[src/rtl/lsu_regs.svh]
// Purpose: Shared constants of the load/store unit
// Assumes: Included by bare name from the load_store_unit module
// Notes:   Definitions only
`ifndef LSU_REGS_SVH
`define LSU_REGS_SVH

// Architectural register numbers
`define LSU_REG_SP       4'hd
`define LSU_REG_LR       4'he
`define LSU_REG_PC       4'hf

// Program counter runs this far ahead of the executing instruction
`define LSU_PC_AHEAD     32'h0000_0004
// Word step between multiple-transfer accesses
`define LSU_WORD_STEP    32'h0000_0004
// Mask that clears the low two address bits
`define LSU_WORD_MASK    32'hffff_fffc

// Extra list entry: link register on push, program counter on pop
`define LSU_LIST_EXTRA   8
`define LSU_LIST_W       9

`endif

[src/rtl/lsu_pkg.sv]
// Purpose: Types of the load/store unit
// Assumes: Nothing beyond the constants header
// Notes:   Encodings written out
package lsu_pkg;

    // Instruction class handed over by the decoder
    typedef enum logic [2:0] {
        OP_ADR        = 3'b000,
        OP_LOAD       = 3'b001,
        OP_STORE      = 3'b010,
        OP_MULTI_LOAD = 3'b011,
        OP_MULTI_STORE= 3'b100,
        OP_PUSH       = 3'b101,
        OP_POP        = 3'b110
    } op_t;

    // Transfer width, also driven as the bus size qualifier
    typedef enum logic [1:0] {
        SIZE_BYTE = 2'b00,
        SIZE_HALF = 2'b01,
        SIZE_WORD = 2'b10
    } size_t;

    // Addressing form of single transfers
    typedef enum logic [1:0] {
        MODE_IMM     = 2'b00,
        MODE_SP_IMM  = 2'b01,
        MODE_REG     = 2'b10,
        MODE_LITERAL = 2'b11
    } mode_t;

    // Sequencer states
    typedef enum logic [2:0] {
        S_IDLE   = 3'b000,
        S_CALC   = 3'b001,
        S_ISSUE  = 3'b010,
        S_BUS    = 3'b011,
        S_FINISH = 3'b100
    } state_t;

endpackage

[src/rtl/load_store_unit.sv]
// Purpose: Executes memory access instructions of a 32-bit core
// Assumes: Decoded fields at the request port, register file outside,
//          data bus holds request until ready, all inputs but rst synchronous
// Notes:   One bus transfer in flight; flags are never written
//
// Overview of operation
// - Address generate writes program counter plus offset to destination.
// - No memory instruction changes the N, Z, C or V flags.
// - Immediate loads fetch word, byte or half; short ones zero extended.
// - Stores write whole word, low byte or low halfword of source.
// - Immediate address is base or stack pointer plus offset, default zero.
// - Misaligned accesses are not performed and raise hard fault.
// - Register-offset loads return word, zero or sign extended short data.
// - Register-offset address is base plus offset register.
// - Literal load reads an aligned word within 1020 of program counter.
// - Program counter used is current instruction address plus four, low two bits cleared.
// - Multiple transfers walk consecutive words from base upward.
// - Lowest register at lowest address, increasing register order.
// - Writeback puts base plus four times count into base.
// - Push tops out at stack pointer minus four, pointer to lowest.
// - Pop reads upward from stack pointer, pointer just above last.
// - Pop with program counter branches, bit 0 goes to state bit.
`timescale 1ns/1ns
`include "lsu_regs.svh"
module load_store_unit
(
    input  wire logic           sys_clk,        // Core clock
    input  wire logic           rst,            // Asynchronous reset
    input  wire logic           req_valid,      // Instruction offered
    output logic                req_ready,      // Unit idle, takes request
    input  wire lsu_pkg::op_t   req_op,         // Instruction class
    input  wire lsu_pkg::size_t req_size,       // Single transfer width
    input  wire logic           req_signed,     // Sign-extending load
    input  wire lsu_pkg::mode_t req_mode,       // Single addressing form
    input  wire logic [2:0]     target_reg_field, // Load/store/adr register
    input  wire logic [2:0]     base_reg_field,   // Base register
    input  wire logic [2:0]     offset_reg_field, // Offset register
    input  wire logic [9:0]     req_imm,        // Byte offset, zero when omitted
    input  wire logic [31:0]    req_pc,         // Current instruction address
    input  wire logic [8:0]     req_list,       // Bits 0-7 low regs, bit 8 lr/pc
    input  wire logic           req_writeback,  // Base writeback wanted
    output logic [3:0]          rd_a_idx,       // Register read port A index
    input  wire logic [31:0]    rd_a_data,      // Register read port A data
    output logic [3:0]          rd_b_idx,       // Register read port B index
    input  wire logic [31:0]    rd_b_data,      // Register read port B data
    output logic                wr_en,          // Register write strobe
    output logic [3:0]          wr_idx,         // Register write index
    output logic [31:0]         wr_data,        // Register write value
    output logic                flag_write_en,  // Condition flag update
    output logic                bus_req,        // Data bus request
    output logic                bus_write,      // Write transfer
    output logic [31:0]         bus_addr,       // Transfer address
    output lsu_pkg::size_t      bus_size,       // Transfer size qualifier
    output logic [3:0]          bus_byte_en,    // Byte lanes
    output logic [31:0]         bus_wdata,      // Write data
    input  wire logic           bus_ready,      // Transfer complete
    input  wire logic [31:0]    bus_rdata,      // Read data
    output logic                branch_valid,   // Pop branch pulse
    output logic [31:0]         branch_target,  // Branch address
    output logic                exec_state_bit, // Execution-state bit
    output logic                hard_fault_exception, // Misalignment pulse
    output logic                instr_done      // Instruction retired pulse
);
    import lsu_pkg::*;

    state_t      state;
    state_t      next_state;
    op_t         op_q;
    size_t       size_q;
    logic        sign_q;
    mode_t       mode_q;
    logic [2:0]  tgt_q;
    logic [2:0]  base_q;
    logic [2:0]  offr_q;
    logic [9:0]  imm_q;
    logic [31:0] pc_q;
    logic [8:0]  list_q;
    logic        wb_q;
    logic [31:0] addr_q;
    logic [31:0] wb_val_q;
    logic [3:0]  cur_idx_q;
    logic        defer_base_q;
    logic [31:0] defer_val_q;
    logic        pc_pop_q;
    logic [31:0] pc_val_q;
    logic        next_wr_en;
    logic [3:0]  next_wr_idx;
    logic [31:0] next_wr_data;

    // Number of listed registers
    function automatic logic [3:0] list_count(input logic [8:0] l);
        logic [3:0] c;
        c = 4'h0;
        for (int i = 0; i < `LSU_LIST_W; i++)
            c = c + {3'b000, l[i]};
        return c;
    endfunction

    // Lowest listed register, extra entry maps to lr or pc
    function automatic logic [3:0] list_lowest(input logic [8:0] l, input logic is_pop);
        logic [3:0] r;
        r = is_pop ? `LSU_REG_PC : `LSU_REG_LR;
        for (int i = `LSU_LIST_EXTRA - 1; i >= 0; i--)
            if (l[i])
                r = i[3:0];
        return r;
    endfunction

    // Instruction classes
    wire is_single  = (op_q == OP_LOAD) || (op_q == OP_STORE);
    wire is_multi   = (op_q == OP_MULTI_LOAD) || (op_q == OP_MULTI_STORE);
    wire is_stack   = (op_q == OP_PUSH) || (op_q == OP_POP);
    wire is_load    = (op_q == OP_LOAD) || (op_q == OP_MULTI_LOAD) || (op_q == OP_POP);
    wire use_sp     = is_stack || (is_single && mode_q == MODE_SP_IMM);

    // Address forming
    wire [31:0] imm_ext   = {22'h0, imm_q};
    wire [31:0] pc_word   = (pc_q + `LSU_PC_AHEAD) & `LSU_WORD_MASK;
    wire [31:0] pc_rel    = pc_word + imm_ext;
    wire [3:0]  count     = list_count(list_q);
    wire [31:0] span      = {26'h0, count, 2'b00};
    wire [31:0] base_imm  = rd_a_data + imm_ext;
    wire [31:0] base_reg  = rd_a_data + rd_b_data;
    wire [31:0] push_low  = rd_a_data - span;
    wire [31:0] single_addr = (mode_q == MODE_LITERAL) ? pc_rel :
                              (mode_q == MODE_REG)     ? base_reg : base_imm;
    wire [31:0] calc_addr = is_single ? single_addr :
                            (op_q == OP_PUSH) ? push_low : rd_a_data;
    wire [31:0] calc_wb   = (op_q == OP_PUSH) ? push_low : rd_a_data + span;
    wire [1:0]  calc_size = is_single ? size_q : SIZE_WORD;
    wire        misalign  = (calc_size == SIZE_WORD) ? (calc_addr[1:0] != 2'b00) :
                            (calc_size == SIZE_HALF) ? calc_addr[0] : 1'b0;

    // Current element of the transfer
    wire [3:0]  elem_idx  = is_single ? {1'b0, tgt_q} : list_lowest(list_q, op_q == OP_POP);
    wire [8:0]  list_rest = list_q & (list_q - 9'h001);
    wire        last_elem = (list_rest == 9'h000);
    wire        elem_base = is_multi && (cur_idx_q == {1'b0, base_q});
    wire        base_listed = list_q[base_q];

    // Lane formatting of store and load data
    logic [31:0] store_data;
    logic [3:0]  store_be;
    logic [31:0] load_data;
    lsu_lane_format u_lane
    (
        .size       (size_t'(calc_size)),
        .sign_ext   (sign_q),
        .lane       (addr_q[1:0]),
        .store_src  (rd_a_data),
        .load_raw   (bus_rdata),
        .store_data (store_data),
        .store_be   (store_be),
        .load_data  (load_data)
    );

    // Read port selection
    assign rd_a_idx  = (state == S_ISSUE) ? elem_idx :
                       use_sp ? `LSU_REG_SP : {1'b0, base_q};
    assign rd_b_idx  = {1'b0, offr_q};
    assign req_ready = (state == S_IDLE);
    assign bus_req   = (state == S_BUS);
    assign flag_write_en = 1'b0;

    // Next state
    always_comb
    begin
        next_state = state;
        case (state)
            S_IDLE:   next_state = req_valid ? S_CALC : S_IDLE;
            S_CALC:   next_state = (op_q == OP_ADR) ? S_FINISH :
                                   misalign ? S_IDLE : S_ISSUE;
            S_ISSUE:  next_state = S_BUS;
            S_BUS:    next_state = !bus_ready ? S_BUS :
                                   last_elem ? S_FINISH : S_ISSUE;
            S_FINISH: next_state = S_IDLE;
            default:  next_state = S_IDLE;
        endcase
    end

    // Register file write selection
    always_comb
    begin
        next_wr_en   = 1'b0;
        next_wr_idx  = {1'b0, tgt_q};
        next_wr_data = load_data;
        if (state == S_CALC && op_q == OP_ADR)
        begin
            next_wr_en   = 1'b1;
            next_wr_data = pc_rel;
        end
        else if (state == S_BUS && bus_ready && is_load)
        begin
            // Base and pc loads are held back to the end
            next_wr_en   = !(elem_base || cur_idx_q == `LSU_REG_PC);
            next_wr_idx  = cur_idx_q;
        end
        else if (state == S_FINISH && defer_base_q)
        begin
            next_wr_en   = 1'b1;
            next_wr_idx  = {1'b0, base_q};
            next_wr_data = defer_val_q;
        end
        else if (state == S_FINISH && (is_stack || (is_multi && wb_q)))
        begin
            next_wr_en   = 1'b1;
            next_wr_idx  = is_stack ? `LSU_REG_SP : {1'b0, base_q};
            next_wr_data = wb_val_q;
        end
    end

    // State and register writes
    always_ff @(posedge sys_clk or posedge rst)
    begin
        if (rst)
        begin
            state   <= S_IDLE;
            wr_en   <= 1'b0;
            wr_idx  <= 4'h0;
            wr_data <= 32'h0000_0000;
        end
        else
        begin
            state   <= next_state;
            wr_en   <= next_wr_en;
            wr_idx  <= next_wr_idx;
            wr_data <= next_wr_data;
        end
    end

    // Request capture
    always_ff @(posedge sys_clk or posedge rst)
    begin
        if (rst)
        begin
            op_q <= OP_ADR;  size_q <= SIZE_WORD;  sign_q <= 1'b0;  mode_q <= MODE_IMM;
            tgt_q <= 3'h0;  base_q <= 3'h0;  offr_q <= 3'h0;  imm_q <= 10'h000;
            pc_q <= 32'h0000_0000;  wb_q <= 1'b0;
        end
        else if (state == S_IDLE && req_valid)
        begin
            op_q <= req_op;  size_q <= req_size;  sign_q <= req_signed;  mode_q <= req_mode;
            tgt_q <= target_reg_field;  base_q <= base_reg_field;
            offr_q <= offset_reg_field;  imm_q <= req_imm;
            pc_q <= req_pc;  wb_q <= req_writeback && !(req_op == OP_MULTI_LOAD
                                      && req_list[base_reg_field]);
        end
    end

    // Transfer walk: address, list and element
    always_ff @(posedge sys_clk or posedge rst)
    begin
        if (rst)
        begin
            list_q <= 9'h000;  addr_q <= 32'h0000_0000;
            wb_val_q <= 32'h0000_0000;  cur_idx_q <= 4'h0;
        end
        else if (state == S_IDLE && req_valid)
            list_q <= (req_op == OP_LOAD || req_op == OP_STORE) ? 9'h001 : req_list;
        else if (state == S_CALC)
        begin
            addr_q   <= calc_addr;
            wb_val_q <= calc_wb;
        end
        else if (state == S_ISSUE)
            cur_idx_q <= elem_idx;
        else if (state == S_BUS && bus_ready)
        begin
            list_q <= list_rest;
            addr_q <= addr_q + `LSU_WORD_STEP;
        end
    end

    // Bus transfer fields, one per element
    always_ff @(posedge sys_clk or posedge rst)
    begin
        if (rst)
        begin
            bus_write <= 1'b0;  bus_addr <= 32'h0000_0000;  bus_size <= SIZE_WORD;
            bus_byte_en <= 4'h0;  bus_wdata <= 32'h0000_0000;
        end
        else if (state == S_ISSUE)
        begin
            bus_write   <= !is_load;
            bus_addr    <= addr_q;
            bus_size    <= size_t'(calc_size);
            bus_byte_en <= store_be;
            bus_wdata   <= is_load ? 32'h0000_0000 : store_data;
        end
    end

    // Held-back base and pc values
    always_ff @(posedge sys_clk or posedge rst)
    begin
        if (rst)
        begin
            defer_base_q <= 1'b0;  defer_val_q <= 32'h0000_0000;
            pc_pop_q <= 1'b0;  pc_val_q <= 32'h0000_0000;
        end
        else if (state == S_CALC)
        begin
            defer_base_q <= 1'b0;
            pc_pop_q     <= 1'b0;
        end
        else if (state == S_BUS && bus_ready && op_q == OP_MULTI_LOAD && elem_base)
        begin
            defer_base_q <= base_listed;
            defer_val_q  <= bus_rdata;
        end
        else if (state == S_BUS && bus_ready && op_q == OP_POP && cur_idx_q == `LSU_REG_PC)
        begin
            pc_pop_q <= 1'b1;
            pc_val_q <= bus_rdata;
        end
    end

    // Completion, branch and fault pulses
    always_ff @(posedge sys_clk or posedge rst)
    begin
        if (rst)
        begin
            instr_done <= 1'b0;  branch_valid <= 1'b0;  branch_target <= 32'h0000_0000;
            exec_state_bit <= 1'b1;  hard_fault_exception <= 1'b0;
        end
        else
        begin
            instr_done   <= (state == S_FINISH);
            branch_valid <= (state == S_FINISH) && pc_pop_q;
            hard_fault_exception <= (state == S_CALC) && (op_q != OP_ADR) && misalign;
            if (state == S_FINISH && pc_pop_q)
            begin
                branch_target  <= pc_val_q & 32'hffff_fffe;
                exec_state_bit <= pc_val_q[0];
            end
        end
    end
endmodule

[src/rtl/lsu_lane_format.sv]
// Purpose: Byte-lane placement of store data and extension of load data
// Assumes: Little-endian 32-bit data bus with byte lanes by address
// Notes:   Purely combinational
`timescale 1ns/1ns
module lsu_lane_format
(
    input  wire lsu_pkg::size_t size,        // Transfer width
    input  wire logic           sign_ext,    // Sign-extend short loads
    input  wire logic [1:0]     lane,        // Low address bits
    input  wire logic [31:0]    store_src,   // Source register value
    input  wire logic [31:0]    load_raw,    // Bus read data
    output logic      [31:0]    store_data,  // Lane-placed write data
    output logic      [3:0]     store_be,    // Byte enables
    output logic      [31:0]    load_data    // Extended register value
);
    import lsu_pkg::*;

    wire [4:0]  shift_bits = {lane, 3'b000};
    wire [31:0] raw_down   = load_raw >> shift_bits;
    wire        byte_msb   = sign_ext & raw_down[7];
    wire        half_msb   = sign_ext & raw_down[15];

    // Word stores send the whole source, short stores only its low byte or low halfword
    assign store_data = (size == SIZE_WORD) ? store_src :
                        (size == SIZE_HALF) ? ({16'h0000, store_src[15:0]} << shift_bits) :
                                              ({24'h000000, store_src[7:0]} << shift_bits);
    assign store_be   = (size == SIZE_WORD) ? 4'hf :
                        (size == SIZE_HALF) ? (4'h3 << lane) :
                                              (4'h1 << lane);

    // Short loads zero- or sign-extended to 32 bits
    assign load_data  = (size == SIZE_WORD) ? raw_down :
                        (size == SIZE_HALF) ? {{16{half_msb}}, raw_down[15:0]} :
                                              {{24{byte_msb}}, raw_down[7:0]};
endmodule

[config.mk]
export PLATFORM = sky130hd
export DESIGN_NAME = load_store_unit
export DESIGN_NICKNAME = d
export VERILOG_FILES = /design/src/rtl/lsu_pkg.sv /design/src/rtl/load_store_unit.sv /design/src/rtl/lsu_lane_format.sv
export VERILOG_INCLUDE_DIRS = /design/src /design/src/rtl
export SDC_FILE = /design/constraint.sdc
export NUM_CORES = 1
export LEC_CHECK = 0
export BUFFER_PORTS_ARGS = -buffer_cell sky130_fd_sc_hd__buf_2
export CAP_MARGIN = 20
export CORE_UTILIZATION = 53
export CTS_CLUSTER_DIAMETER = 50
export CTS_CLUSTER_SIZE = 14
export DETAILED_ROUTE_END_ITERATION = 12
export MAX_ROUTING_LAYER = met4
export PLACE_DENSITY = 0.81
export SYNTH_ARGS = -nofsm -noshare
export SYNTH_HDL_FRONTEND = slang
export SYNTH_SLANG_ARGS = --single-unit
[constraint.sdc]
create_clock -name sys_clk -period 11.94 [get_ports sys_clk]
set_input_delay 2.388 -clock sys_clk [delete_from_list [all_inputs] [get_ports sys_clk]]
set_output_delay 2.388 -clock sys_clk [all_outputs]
set_load 0.01 [all_outputs]
# After elaboration in Yosys (flattened, before gate mapping)
# Index checks and enable logic that the tools add are counted.
[word_totals]
regBits = 349
[op_classes]
add_sub_neg = 16
magnitude_cmp = 2
eq_ne = 24
shift = 5
muxes = 63
bitwise = 6
n_reduce_logical = 46
[ops]
columns = ["operator", "count"]
rows = [
  ["2-to-1 mux 32 bit", 17],
  ["2-to-1 mux 4 bit", 18],
  ["adder 32 x 10 -> 32 bit", 2],
  ["adder 32 x 3 -> 32 bit, second input constant", 2],
  ["2-to-1 mux 9 bit", 5],
  ["adder 32 bit", 1],
  ["adder 32 x 6 -> 32 bit", 1],
  ["left shift 16 x 5 -> 32 bit", 1],
  ["left shift 8 x 5 -> 32 bit", 1],
  [">> shifter 32 x 5 -> 32 bit", 1],
  ["subtractor 32 x 6 -> 32 bit", 1],
  ["adder 4 x 1 -> 4 bit", 5],
  ["== test 3 x 2 -> 1 bit, second input constant", 6],
  ["logical AND 1 bit", 18],
  ["2-to-1 mux 1 bit", 15],
  ["== test 3 bit, second input constant", 4],
  ["one-hot mux 3 bit (4 select lines)", 1],
  ["AND reduction 3 bit", 4],
  ["less-than comparator 3 x 5 -> 1 bit, second input constant", 2],
  ["nonzero test 2 bit", 5],
  ["bitwise AND 9 bit", 1],
  ["== test 3 x 1 -> 1 bit, second input constant", 3],
  ["logical NOT 9 bit", 1],
  ["logical OR 1 bit", 9],
  ["20 further kinds", 38],
]

# Depth between registers and ports, before layout
[depth]
depth_word = 16
ltp_mapped = 20
depth_no_buf = 20

# Modules after synthesis
# A second synthesis with hierarchy kept.
[hier_totals]
hier_cells = 2426
area_unflattened_um2 = 21735.8
[by_module_without_submodules]
columns = ["module", "n_inst", "cells_per_inst", "area_each_um2", "seq_area_each_um2"]
rows = [
  ["load_store_unit", 1, 2247, 20484.6, 8687.1],
  ["lsu_lane_format", 1, 179, 1251.2, 0.0],
]

# Least setup slack after synthesis
# No wires, ideal clock.
[synth_path]
path_type = "input-to-reg"
from = "input port rd_b_data[3]"
to = "register addr_q[31]"
t_arrival_ns = 5.190
required_time_ns = 11.816
setup_slack_ns = 6.626
stages = 12
n_path_buf = 0
path_cell_list = "mux2_2 > ha_1 > and3_1 > a221o_1 > o41ai_1 > o31ai_1 > a31oi_1 > o31ai_1 > xnor2_1 > nand3_1 > o211ai_1 > o31a_1"
[synth_via]
elab_chain_len = 5
[synth_rtl]
columns = ["item", "line", "rtl"]
rows = [
  ["from (decl)", "load_store_unit.sv:45", "input wire logic [31:0] rd_b_data,"],
  ["adder 32 bit", "load_store_unit.sv:123", "wire [31:0] base_reg = rd_a_data + rd_b_data;"],
  ["2-to-1 mux 32 bit", "load_store_unit.sv:126", "(mode_q == MODE_REG) ? base_reg : base_imm;"],
  ["2-to-1 mux 32 bit", "load_store_unit.sv:125", "wire [31:0] single_addr = (mode_q == MODE_LITERAL) ? pc_rel :"],
  ["2-to-1 mux 32 bit", "load_store_unit.sv:127", "wire [31:0] calc_addr = is_single ? single_addr :"],
  ["2-to-1 mux 32 bit", "load_store_unit.sv:260", "else if (state == S_CALC)"],
  ["to (signal assigned)", "load_store_unit.sv:262", "addr_q <= calc_addr;"],
  ["to (signal assigned)", "load_store_unit.sv:270", "addr_q <= addr_q + `LSU_WORD_STEP;"],
  ["to (decl)", "load_store_unit.sv:79", "logic [31:0] addr_q;"],
]
# Every way passes these cells.
# A chain may end at the register's enable or synchronous reset.

# Worst setup path after layout
[layout_path]
from = "register list_q[0]"
to = "register addr_q[26]"
[layout_via]
elab_chain_len = 12
[layout_rtl]
columns = ["item", "line", "rtl"]
rows = [
  ["from (decl)", "load_store_unit.sv:77", "logic [8:0] list_q;"],
  ["from (signal assigned)", "load_store_unit.sv:259", "list_q <= (req_op == OP_LOAD || req_op == OP_STORE) ? 9'h001 : req_list;"],
  ["from (signal assigned)", "load_store_unit.sv:269", "list_q <= list_rest;"],
  ["adder 1 x 1 -> 2 bit", "load_store_unit.sv:95", "c = c + {3'b000, l[i]};"],
  ["adder 2 x 1 -> 3 bit", "load_store_unit.sv:95", ""],
  ["adder 3 x 1 -> 4 bit", "load_store_unit.sv:95", ""],
  ["adder 4 x 1 -> 4 bit (5 in a row)", "load_store_unit.sv:95", ""],
  ["subtractor 32 x 6 -> 32 bit", "load_store_unit.sv:124", "wire [31:0] push_low = rd_a_data - span;"],
  ["2-to-1 mux 32 bit", "load_store_unit.sv:128", "(op_q == OP_PUSH) ? push_low : rd_a_data;"],
  ["2-to-1 mux 32 bit", "load_store_unit.sv:127", ""],
  ["2-to-1 mux 32 bit", "load_store_unit.sv:260", ""],
]
# Every way passes these cells.

==> run summary <==
The run finished with clean final reports. Once detail routing completed, the nets flagged for antenna violations numbered 0. The count of buffer and inverter cells on the critical path came out at 2. The post-route fraction of the period consumed by the critical path is 51.9%, and the clock input transition at the sequential cells of the worst setup and hold paths is 0.06 ns. The synthesized netlist occupies a cell area of 21200 um^2. The first detailed-routing pass took 6 iterations.

For the worst flop-to-flop path, the logic depth is 18. For the worst setup path, the data required time is 12.37 ns. In this run the most critical hold path is launched from bus_addr[31]. The total via count after detailed routing was 19898. In the global route stage, overall resource usage came out at 36.8%. Summed over all layers, the global routing overflow is 0. Across the run, the number of max-cap violations was 0. The final count of hold timing violations was 0; the total power density per cell area was 288 nW/um^2. For the Yosys warning count, the log shows 0. Combinational logic is responsible for 53.5% of the overall power.

The overall die height is 202 um. The congestion estimate from routability-driven global placement came to 0.980. The worst hold path passes through 2 cells. 324 I/O pins were placed.

The tools report the post-synthesis cell type count as 87. After detailed routing, the number of vias per cell comes to 6.29. The cell count after synthesis came out at 2380. VDD sags by at most 0.193 mV.

Setup repair after global routing left no endpoint under its margin. For this run, the register share of the synthesized area comes to 41.0%. For the sum of internal, switching and leakage power, the log shows 7050 uW.

For the placeable core area, the log shows 39000 um^2. The number of enable-type register cells in the synthesized netlist was 0. Broken down by cell family, the worst path's largest delay share belongs to simple AND/OR/NAND/NOR gates. The synthesized area divided by synthesized cell count works out to 8.90 um^2. The count of input and output buffers was 318; the switching share of power was 47.9%. The starting utilization of the core area is 54.3%. Adding up every negative setup slack in the final design gives 0 ns.

The first routing iteration left 2292 violations. The tree built by TritonCTS fans out to 347 sinks. STA classifies the critical path endpoint as a flop. The number of antenna violations at the first check in global routing is 3, and the setup skew after layout is 0.0286 ns. The share of synthesized registers carrying an async set or reset works out to 100%. In this run the worst path has a maximum fanout of 9.

For the clock latency on the worst-skew pair, the log shows 0.59 ns. The sequential cells in the finished layout cover a total of 8690 um^2. The first global-routing pass estimated 112000 um of wire. The H-tree generated during clock tree synthesis spans 2 levels. Row generation in the floorplan step produced 72 rows. The minimum clock period was 6.20 ns. In this run, post-CTS repair resized a total of 0 instances. Counting along the longest clock path gives a buffer depth of 3. The switching power was 3370 uW. For the via count of the first global-routing pass, the log shows 19065. Counting the buffers created by CTS gives 41. For the reg2reg setup slack, the log shows 5.74 ns.

The logs give 0 for the max-slew violation count and 85 for the pin count of the biggest net entering global routing. The fraction of final layout cells sized beyond drive strength 1 was 21.5%. Dividing the detail-routed wire length by the instance count gives 23.2 um. The cell occurring most often along the worst timing path is fa_1.

On the worst path, the slowest cell contributes a delay of 0.62 ns. The worst setup path is launched from a flop. The tools report the detailed-placement wirelength estimate as 54900 um.

In the synthesized netlist the dominant register cell turns out to be dfrtp_1. The area added between synthesis and finish was 15.5%; the post-detailed-route DRC marker count was 0. The run gives 18.0% as the clock group share of total power. The run gives 0 as the total setup buffers inserted after CTS.

The slew at the pin closest to its max-slew limit was 1.18 ns. The run gives 0 as the setup violation total in the final timing report. For this design, the slowest cell found on the critical path is or4_1. In this run, flip-flops and latches consume 28.5% of the power. The full die area was 40700 um^2; the data arrival time of the critical path was 6.63 ns. The fraction of post-synthesis cell area in the top cell type by area is 40.7%. The critical path is of the reg2reg type. TritonCTS built the clock tree. The layout has 3336 filler cells. Leaving out fill and tap cells, the most frequent cell in the layout is nand2_1. For the internal power of the cells, the log shows 3670 uW. In the final layout, the multi-input gates occupy 11700 um^2. In this run the static leakage power is 0.0116 uW.

Die width: 202 um. In this run the critical register-to-register path is launched from list_q[0]. The largest total area in the synthesized netlist belongs to dfrtp_1. The number of hold buffers added after cts came out at 0. The master cell of the clock root buffer was clkbuf_16. Destination of the worst hold path: bus_addr[31]. The run gives 21.2% as the worst slew margin relative to its limit. The path type of the worst min-delay path was reg2reg.

In this run, synthesis produced a sequential element count of 347. In the layout the commonest cells are 460 x nand2_1, 343 x dfrtp_1, 318 x buf_2. The tools report the worst flop-to-flop path endpoint as addr_q[26].

The critical path goes through inv_1 -> fa_1 -> fa_1 -> fa_1 -> fa_1 -> nor2b_1 -> o21a_1 -> inv_1 -> ha_1 -> nor2_1 -> nand4_1 -> nor4_2 -> nor4b_2 -> nand2_1 -> or4_1 -> xnor2_1 -> o221ai_1 -> o22ai_1. The post-layout net count is 2844, and the upper clock frequency limit is 161 MHz. The routed design has 73300 um of wire. Ranked by total cell area, the synthesized netlist is headed by dfrtp_1 41%, nand2_1 8.2%, mux2_2 5.7%.
[tightest hold or removal path, delay by kind of cell, from the launching register on]
family           cells  cell delay, ns
flip-flops           1            0.34
AND/OR/NAND/NOR      2            0.11
[worst max-delay path by stage]
stage,start,endpoint,cells after the start
3_3_place_gp,rd_b_data[4],addr_q[31],12
3_5_place_dp,rd_b_data[4],addr_q[31],12
5_1_grt,list_q[0],addr_q[26],18
6_report,list_q[0],addr_q[26],18
4_1_cts,list_q[0],addr_q[26],18
2_1_floorplan,rst,addr_q[0],1
[power groups by stage]
| stage | combinational [uW] | clock (uW) | sequential, uW |
|---|---|---|---|
| 2_1_floorplan | 2520 | 0 | 1920 |
| 6_report | 3770 | 1270 | 2010 |
| 4_1_cts | 3700 | 1280 | 1990 |
| 3_3_place_gp | 3600 | 0 | 1990 |
| 3_5_place_dp | 3670 | 0 | 2010 |
| 5_1_grt | 4110 | 1330 | 2050 |
[layout make-up]
| class | count | share of cell area, % |
|---|---|---|
| Antenna cell | 2 | 0.0205 |
| Clock buffer | 49 | 4.57 |
| Clock inverter | 24 | 1.02 |
| Inverter | 48 | 0.752 |
| Multi-Input combinational cell | 1828 | 47.9 |
| Sequential cell | 347 | 35.5 |
| Tap cell | 518 | 2.65 |
| Timing Repair Buffer | 346 | 7.53 |
[layer usage]
metal | vias up | wire length [um] | GRT usage, % | share of wire (%)
li1 | 8901 | - | - | -
met1 | 9703 | 30000 | 48.6 | 41
met5 | - | 0 | - | 0
met3 | 194 | 5940 | 5.03 | 8.1
met2 | 1100 | 33900 | 56.7 | 46
met4 | 0 | 3510 | 16.3 | 4.8
[Yosys cell counts (all sizes together) (26+ instances only)]
cell / instances
mux2: 107
a22oi: 43
nor3: 39
a21oi: 111
xor2: 69
o21ai: 168
inv: 48
clkbuf: 131
nor2: 145
dfrtp: 344
and2: 32
xnor2: 100
nand2: 462
a221oi: 26
nand3: 68
buf: 28
nand4: 27
a21o: 26
ha: 54
[flip-flops by register name, indices dropped and copies added (netlist names), 9 cells and up]
register	flops
bus_addr	32
imm_q	10
list_q	9
wr_data	32
addr_q	32
bus_wdata	32
pc_q	30
pc_val_q	32
defer_val_q	32
wb_val_q	32
branch_target	31
[through the flow]
step	worst slack [ns]	hold slack [ns]	std cells	instance area [um^2]	utilization (%)
global route	5.51	0.497	3162	24400	62.7
global placement	5.60	0.451	3084	23000	59.0
finish	5.74	0.473	3162	24400	62.7
detailed placement	5.55	0.463	3084	23000	59.0
floorplan	4.91	0.442	2382	21200	-
CTS	5.90	0.476	3157	24400	62.5
[cell families after synthesis]
group           synth area share, %
buf+inv                        3.86
mux                            7.11
flops                          41.0
fa+ha+maj                      4.04
compound gates                 18.0
xor+xnor                       6.99
other cells                  0.0177
simple gates                   18.9
Power figures use the tool's default switching activity.
